$ cat config.mk
export PLATFORM = sky130hd
export DESIGN_NAME = shp_serial_port
export DESIGN_NICKNAME = d
export VERILOG_FILES = /design/src/rtl/shp_pkg.sv /design/src/rtl/shp_sync.sv /design/src/rtl/shp_regfile.sv /design/src/rtl/shp_serial_port.sv
export SDC_FILE = /design/constraint.sdc
export NUM_CORES = 1
export LEC_CHECK = 0
export BUFFER_PORTS_ARGS = -buffer_cell sky130_fd_sc_hd__buf_2
export CAP_MARGIN = 15
export CORE_MARGIN = 2
export CORE_UTILIZATION = 55
export CTS_CLUSTER_DIAMETER = 40
export DETAILED_ROUTE_END_ITERATION = 8
export GPL_TIMING_DRIVEN = 1
export PLACE_DENSITY = 0.75
export SETUP_SLACK_MARGIN = 0.15
export SYNTH_ARGS = -nofsm -noshare
export SYNTH_HDL_FRONTEND = slang
export SYNTH_HIERARCHICAL = 1
export SYNTH_SLANG_ARGS = --single-unit
$ cat constraint.sdc
create_clock -name clk -period 19.8 [get_ports clk]
set_input_delay 2.97 -clock clk [delete_from_list [all_inputs] [get_ports clk]]
set_output_delay 2.97 -clock clk [all_outputs]
set_load 0.01 [all_outputs]
$ cat src/rtl/shp_pkg.sv
// Shared constants and types for the serial host register port
package shp_pkg;

  // Register space shape
  localparam int unsigned REG_AW = 7;
  localparam int unsigned REG_DW = 8;
  localparam logic [REG_AW-1:0] PTR_STEP = 7'h01;
  localparam logic [REG_AW-1:0] PTR_RST = 7'h00;

  // Two-wire target address, upper six bits fixed
  localparam logic [5:0] I2C_ADDR_HI = 6'h34;

  // Configuration register holding the two-wire disable bit
  localparam logic [REG_AW-1:0] CFG_IDX = 7'h6A;
  localparam int unsigned CFG_TWO_WIRE_OFF_BIT = 4;

  // Bit counters
  localparam int unsigned I2C_BW = 4;
  localparam logic [I2C_BW-1:0] I2C_BYTE_BITS = 4'h8;
  localparam logic [I2C_BW-1:0] I2C_BIT_STEP = 4'h1;
  localparam logic [I2C_BW-1:0] I2C_BIT_RST = 4'h0;
  localparam logic [2:0] SPI_LAST_BIT = 3'h7;
  localparam logic [2:0] SPI_BIT_STEP = 3'h1;
  localparam logic [2:0] SPI_BIT_RST = 3'h0;

  // Field positions
  localparam int unsigned MSB = REG_DW - 1;
  localparam int unsigned CMD_RW_BIT = 7;

  // Link clock period seen in the bench, informational
  localparam int unsigned LINK_PERIOD_NS = 160;

  // Two-wire protocol states
  typedef enum logic [2:0] {
    I2C_IDLE = 3'b000,
    I2C_ADDR = 3'b001,
    I2C_ADDR_ACK = 3'b010,
    I2C_RX = 3'b011,
    I2C_RX_ACK = 3'b100,
    I2C_TX = 3'b101,
    I2C_TX_ACK = 3'b110
  } shp_i2c_e;

  // Synchronised pin levels
  typedef struct packed {
    logic strap;
    logic cs_n;
    logic sda;
    logic scl;
  } shp_pins_s;

  localparam shp_pins_s PINS_RST = 4'h7;

  // Register write event toward the sensor core
  typedef struct packed {
    logic en;
    logic [REG_AW-1:0] idx;
    logic [REG_DW-1:0] data;
  } shp_wr_s;

endpackage

$ cat src/rtl/shp_sync.sv
// Two-stage synchroniser for pin inputs
`timescale 1ns/1ps
module shp_sync #(
  parameter int unsigned W = 1,
  parameter logic [W-1:0] RST = '0
) (
  input wire logic clk,
  input wire logic srst,
  input wire logic [W-1:0] d,
  output logic [W-1:0] q
);

  // First stage, read only by the second
  logic [W-1:0] meta_q;

  // Two flops per bit
  always_ff @(posedge clk) begin
    if (srst) begin
      meta_q <= RST;
      q <= RST;
    end else begin
      meta_q <= d;
      q <= meta_q;
    end
  end

endmodule

$ cat src/rtl/shp_regfile.sv
// Byte-wide register array with one write and one read port
`timescale 1ns/1ps
module shp_regfile #(
  parameter int unsigned AW = 7,
  parameter int unsigned DW = 8
) (
  input wire logic clk,
  input wire logic we,
  input wire logic [AW-1:0] waddr,
  input wire logic [DW-1:0] wdata,
  input wire logic [AW-1:0] raddr,
  output logic [DW-1:0] rdata
);

  // Storage, contents undefined until written
  logic [DW-1:0] mem [0:(1<<AW)-1];

  // Write port
  always_ff @(posedge clk) begin
    if (we) begin
      mem[waddr] <= wdata;
    end
  end

  // Read port is combinational
  assign rdata = mem[raddr];

endmodule

$ cat src/rtl/shp_serial_port.sv
// Two-wire and four-wire slave port into the register array
`timescale 1ns/1ps
module shp_serial_port
  import shp_pkg::*;
(
  input wire logic clk,
  input wire logic srst,
  input wire logic scl_sclk_i,
  input wire logic sda_sdi_i,
  output logic sda_o,
  output logic sda_oe,
  input wire logic cs_n_i,
  output logic sdo_o,
  output logic sdo_oe,
  input wire logic low_id_strap_i,
  output logic two_wire_port_off,
  output shp_wr_s wr_o
);

  // Synchronised pins and previous samples
  shp_pins_s pins_s;
  logic scl_p_q;
  logic sda_p_q;
  logic strap_q;

  // Two-wire engine state
  shp_i2c_e st_q;
  logic [I2C_BW-1:0] bit_q;
  logic [REG_DW-1:0] sh_q;
  logic idx_pend_q;
  logic rw_q;
  logic mack_q;
  logic sda_oe_q;

  // Four-wire engine state
  logic [2:0] sbit_q;
  logic [REG_DW-1:0] ssh_q;
  logic [REG_DW-1:0] stx_q;
  logic spi_first_q;
  logic spi_rd_q;
  logic sdo_oe_q;

  // Shared pointer, config and write event
  logic [REG_AW-1:0] ptr_q;
  logic two_wire_off_q;
  shp_wr_s wr_q;

  // Register array read data
  logic [REG_DW-1:0] rdata;

  // All pins pass two flops first
  shp_sync #(.W(4), .RST(PINS_RST)) u_sync (
    .clk(clk),
    .srst(srst),
    .d({low_id_strap_i, cs_n_i, sda_sdi_i, scl_sclk_i}),
    .q(pins_s)
  );

  // Edge and condition decode
  wire scl_rise = pins_s.scl & ~scl_p_q;
  wire scl_fall = ~pins_s.scl & scl_p_q;
  wire scl_held = pins_s.scl & scl_p_q;
  wire i2c_en = ~two_wire_off_q & pins_s.cs_n;
  wire start_det = i2c_en & scl_held & sda_p_q & ~pins_s.sda;
  wire stop_det = i2c_en & scl_held & ~sda_p_q & pins_s.sda;
  wire addr_hit = sh_q[MSB:1] == {I2C_ADDR_HI, strap_q};
  wire byte_end = scl_fall & (bit_q == I2C_BYTE_BITS);
  wire rd_msb = rdata[MSB];

  // Two-wire byte completion events
  wire i2c_rx_done = i2c_en & (st_q == I2C_RX) & byte_end;
  wire i2c_idx_ld = i2c_rx_done & idx_pend_q;
  wire i2c_wr = i2c_rx_done & ~idx_pend_q;
  wire i2c_tx_done = i2c_en & (st_q == I2C_TX) & byte_end;

  // Four-wire decode
  wire spi_act = ~pins_s.cs_n;
  wire [REG_DW-1:0] spi_rx_byte = {ssh_q[MSB-1:0], pins_s.sda};
  wire [REG_AW-1:0] spi_cmd_idx = spi_rx_byte[REG_AW-1:0];
  wire spi_byte = spi_act & scl_rise & (sbit_q == SPI_LAST_BIT);
  wire spi_cmd = spi_byte & spi_first_q;
  wire spi_wr = spi_byte & ~spi_first_q & ~spi_rd_q;
  wire spi_rd_adv = spi_byte & ~spi_first_q & spi_rd_q;
  wire spi_load = spi_act & scl_fall & (sbit_q == SPI_BIT_RST) & ~spi_first_q & spi_rd_q;

  // Pointer and write selection
  wire ptr_load = i2c_idx_ld | spi_cmd;
  wire [REG_AW-1:0] ptr_ld_val = spi_cmd ? spi_cmd_idx : sh_q[REG_AW-1:0];
  wire ptr_inc = i2c_wr | i2c_tx_done | spi_wr | spi_rd_adv;
  wire wr_en = i2c_wr | spi_wr;
  wire [REG_DW-1:0] wr_data = spi_wr ? spi_rx_byte : sh_q;
  wire cfg_hit = wr_en & (ptr_q == CFG_IDX);

  // Register storage
  shp_regfile #(.AW(REG_AW), .DW(REG_DW)) u_regs (
    .clk(clk),
    .we(wr_en),
    .waddr(ptr_q),
    .wdata(wr_data),
    .raddr(ptr_q),
    .rdata(rdata)
  );

  // Previous pin levels and strap capture
  always_ff @(posedge clk) begin
    if (srst) begin
      scl_p_q <= 1'b1;
      sda_p_q <= 1'b1;
      strap_q <= 1'b0;
    end else begin
      scl_p_q <= pins_s.scl;
      sda_p_q <= pins_s.sda;
      strap_q <= pins_s.strap;
    end
  end

  // Two-wire protocol engine
  always_ff @(posedge clk) begin
    if (srst || !i2c_en || stop_det) begin
      // Idle, line released
      st_q <= I2C_IDLE;
      bit_q <= I2C_BIT_RST;
      sda_oe_q <= 1'b0;
      mack_q <= 1'b0;
      if (srst) begin
        sh_q <= '0;
        idx_pend_q <= 1'b0;
        rw_q <= 1'b0;
      end
    end else if (start_det) begin
      // START or repeated START, expect address
      st_q <= I2C_ADDR;
      bit_q <= I2C_BIT_RST;
      sda_oe_q <= 1'b0;
    end else begin
      unique case (st_q)
        I2C_IDLE: begin
          // Wait for START
        end
        I2C_ADDR, I2C_RX: begin
          if (scl_rise) begin
            // Sample on clock high
            sh_q <= {sh_q[MSB-1:0], pins_s.sda};
            bit_q <= bit_q + I2C_BIT_STEP;
          end else if (byte_end) begin
            bit_q <= I2C_BIT_RST;
            if (st_q == I2C_RX) begin
              // Index or data byte taken, pull low for ack
              st_q <= I2C_RX_ACK;
              sda_oe_q <= 1'b1;
              idx_pend_q <= 1'b0;
            end else if (addr_hit) begin
              // Own address, acknowledge
              st_q <= I2C_ADDR_ACK;
              sda_oe_q <= 1'b1;
              rw_q <= sh_q[0];
            end else begin
              // Other target, stay off the line
              st_q <= I2C_IDLE;
            end
          end
        end
        I2C_ADDR_ACK: begin
          if (scl_fall) begin
            if (rw_q) begin
              // Read: first byte, MSB on the line
              st_q <= I2C_TX;
              sh_q <= rdata;
              sda_oe_q <= ~rd_msb;
            end else begin
              // Write: next byte is the index
              st_q <= I2C_RX;
              sda_oe_q <= 1'b0;
              idx_pend_q <= 1'b1;
            end
          end
        end
        I2C_RX_ACK: begin
          if (scl_fall) begin
            // Release after ack clock, more bytes may follow
            st_q <= I2C_RX;
            sda_oe_q <= 1'b0;
          end
        end
        I2C_TX: begin
          if (scl_rise) begin
            bit_q <= bit_q + I2C_BIT_STEP;
          end else if (byte_end) begin
            // Release for the master's ack slot
            st_q <= I2C_TX_ACK;
            bit_q <= I2C_BIT_RST;
            sda_oe_q <= 1'b0;
          end else if (scl_fall) begin
            // Next bit while clock low
            sh_q <= {sh_q[MSB-1:0], 1'b0};
            sda_oe_q <= ~sh_q[MSB-1];
          end
        end
        I2C_TX_ACK: begin
          if (scl_rise) begin
            // Low means ack, high means nack
            mack_q <= ~pins_s.sda;
          end else if (scl_fall) begin
            if (mack_q) begin
              // Next register already addressed
              st_q <= I2C_TX;
              sh_q <= rdata;
              sda_oe_q <= ~rd_msb;
            end else begin
              // Nack: stop driving, wait for STOP
              st_q <= I2C_IDLE;
            end
          end
        end
        default: begin
          st_q <= I2C_IDLE;
          sda_oe_q <= 1'b0;
        end
      endcase
    end
  end

  // Four-wire receive shifter and framing
  always_ff @(posedge clk) begin
    if (srst || !spi_act) begin
      // Deselected: new frame starts with command
      sbit_q <= SPI_BIT_RST;
      ssh_q <= '0;
      spi_first_q <= 1'b1;
      spi_rd_q <= 1'b0;
    end else if (scl_rise) begin
      // Sample on rising edge, MSB first
      ssh_q <= spi_rx_byte;
      sbit_q <= sbit_q + SPI_BIT_STEP;
      if (spi_cmd) begin
        // Command byte: top bit read, rest index
        spi_first_q <= 1'b0;
        spi_rd_q <= spi_rx_byte[CMD_RW_BIT];
      end
    end
  end

  // Four-wire transmit shifter and output enable
  always_ff @(posedge clk) begin
    if (srst) begin
      stx_q <= '0;
      sdo_oe_q <= 1'b0;
    end else begin
      // Drive only while selected in a read
      sdo_oe_q <= spi_act & spi_rd_q & ~spi_first_q;
      if (spi_load) begin
        // Byte boundary: fetch current register
        stx_q <= rdata;
      end else if (spi_act && scl_fall) begin
        // Change data on falling edge
        stx_q <= {stx_q[MSB-1:0], 1'b0};
      end
    end
  end

  // Pointer, configuration and write event
  always_ff @(posedge clk) begin
    if (srst) begin
      ptr_q <= PTR_RST;
      two_wire_off_q <= 1'b0;
      wr_q <= '0;
    end else begin
      wr_q <= '{en: wr_en, idx: ptr_q, data: wr_data};
      if (ptr_load) begin
        ptr_q <= ptr_ld_val;
      end else if (ptr_inc) begin
        // Auto-increment per data byte
        ptr_q <= ptr_q + PTR_STEP;
      end
      if (cfg_hit) begin
        // Host may switch the two-wire engine off
        two_wire_off_q <= wr_data[CFG_TWO_WIRE_OFF_BIT];
      end
    end
  end

  // Outputs from flops except sda_o, tied low; open-drain line only ever pulls low
  assign sda_o = 1'b0;
  assign sda_oe = sda_oe_q;
  assign sdo_o = stx_q[MSB];
  assign sdo_oe = sdo_oe_q;
  assign two_wire_port_off = two_wire_off_q;
  assign wr_o = wr_q;
endmodule

==> reports/qor.csv <==
metric,value,unit
vias in the first global route,21500,
critical path arrival,5790,ps
Synth async-reset ratio,0,%
CTS sink cnt,1099,
sequential element share of the synthesized area,75.1,%
Max Slew Vio Count,0,
final wirelength,97.8,mm
Synth area leaders,"edfxtp_1 (72%), mux4_2 (18%), dfxtp_1 (3.0%)",
TritonCTS buffer count,130,
Total Power,5030,uW
num ports,27,
postcts setup bufs,0,
Post-Route Setup TNS,0,ps
Clock Path Buffers,3,
pre-CTS setup slack,14490,ps
Syn-to-layout area delta,13.0,%
worst slew margin relative to its limit,16.4,%
Finished Layout Cells,3245,
number of port buffers,25,
# rows,102,
synth warn,6,
Critical Path Source Type,flip-flop,
Post-CTS Hold Buffers,0,
Via density,6.48,
Post-Syn Nets,2025,
CTS HTree Levels,4,
crit path max fanout,47,
Final Critical Period,5150,ps
"Avg Cell Area, Syn",21.4,um^2
largest area contributor in the netlist,edfxtp_1,
CTS tree,built,
critical path class,flip-flop to flip-flop,
initial antenna violation count,7,
initial core utilization,55.6,%
element type at the critical path end,flip-flop,
crit share post-route,26.0,%
die area,80500,um^2
Avg WL per Cell,30.2,um
Fmax,0.194,GHz
global-route wire length before repair,145,mm
"commonest non-fill, non-tap cell in the layout",edfxtp_1,
largest net degree at the start of global routing,130,
worst slew pin tran,1250,ps
most frequent cells in the layout,"edfxtp_1 (1034), mux4_2 (336), nor2_1 (153), clkbuf_16 (133)",
mapped cell area,43000,um^2
clock slew at reported path FFs,60,ps
nets@finish,2111,
root buffer cell,clkbuf_16,
Final Setup Violations,0,
Power Dens Cells,103,nW/um^2
# DRC,0,
share of the synthesized area in the top cell type,72.1,%
FF-to-FF path depth,10,
routability cong.,0.830,
Overall Global Routing Usage,24.7,%
core area,77500,um^2
# resized after CTS,0,
total of max-cap violations,0,
hold path cells,1,
worst min-delay path category,flip-flop to flip-flop,
ys flop type,edfxtp_1,
Post-synth EDFFs,1034,
DRT Pass-1 Iters,5,
post-route setup slack,14650,ps
Placed Cells,3005,
total grt overflow,0,
Die H,284,um
fraction of layout cells with a size suffix above 1,29.4,%
RSZ-0062 raised after global routing,false,
status,"finished, final reports clean",
Yosys reg bits,1099,
Setup Skew,31.5,ps
LEAKAGE,0.0148,uW
Die Wd,284,um
WP data required,20440,ps
Routed Antenna Nets,0,
Clock Latency Late Sink,710,ps
VDD IR max,0.0750,mV
vias,21000,
Yosys cell types,60,
DP HPWL,55.8,mm
initial DRC count,2711,
count of mapped cells out of synthesis,2012,
final hold vios,0,
[synthesized netlist by cell type (17+ instances only)]
cell / count
a21oi_1: 37
buf_1: 18
buf_2: 17
clkbuf_1: 62
dfxtp_1: 65
edfxtp_1: 1034
mux2i_1: 17
mux4_2: 336
nand2_1: 61
nand3_1: 17
nor2_1: 153
nor2b_1: 22
nor3_1: 19
[layout make-up]
cell class | count | area, um^2
tap | 1040 | 1300
sequential | 1099 | 32400
fill | 4958 | 28800
multi-input combinational | 789 | 10200
timing repair buffer | 66 | 453
clock buffer | 150 | 3390
inverter | 12 | 45.0
antenna | 1 | 2.50
clock inverter | 88 | 921
[metal layers]
metal  share of wire (%)  global-route usage [%]
met3                  11                    7.44
met2                  48                    38.7
met1                  37                    33.6
met4                 3.3                    8.51
met5               0.063                       0
[worst max-delay path: stages, from the launching register on]
cell and delay [ps]:
dfxtp_4 820, buf_4 840, buf_4 740, mux4_2 580
mux4_2 470, mux4_2 510, mux2_2 340, or3_1 380
o311ai_0 130, nand4b_1 150, nand2_1 80
[metrics by stage]
stage / area (um^2) / hold slack [ps] / util (%)
2_1_floorplan: 43000 / 383 / -
3_3_place_gp: 44300 / 413 / 57.2
3_5_place_dp: 44300 / 402 / 57.2
4_1_cts: 48600 / 409 / 62.8
5_1_grt: 48600 / 415 / 62.8
6_report: 48600 / 405 / 62.8
[registers in the layout (all words and copies together) (netlist names), 3 cells and up]
register and count:
bit_q 4, ptr_q 7, sbit_q 3, sh_q 8
ssh_q 7, st_q 3, stx_q 8, u_regs/mem 1024
u_sync/meta_q 4, u_sync/q 4, wr_o 16
[power breakdown]
part | leakage, uW | switching [uW] | total (uW) | internal, uW
clock network | 0.00207 | 956 | 2360 | 1410
registers | 0.00990 | 4.19 | 2580 | 2580
logic | 0.00284 | 75.9 | 88.0 | 12.0
[cells by family (layout without fill, tap and decap cells)]
family | Yosys count | after routing | synth area share (%)
buf+inv | 124 | 316 | 1.29
other cells | 1 | 2 | 0.00871
fa+ha+maj | 7 | 7 | 0.203
flops | 1099 | 1099 | 75.1
xor+xnor | 9 | 9 | 0.183
mux | 368 | 368 | 18.4
simple gates | 320 | 320 | 3.50
compound gates | 84 | 84 | 1.26
[worst paths after layout]
path | from | endpoint | slack [ps]
setup reg to reg | ptr_q[0] | sda_oe | 14650
hold reg to reg | u_sync/meta_q[1] | u_sync/q[1] | 400
hold / removal | u_sync/meta_q[1] | u_sync/q[1] | 400
setup / recovery | ptr_q[0] | sda_oe | 14650
No activity file was read; power rests on OpenSTA's default activity.
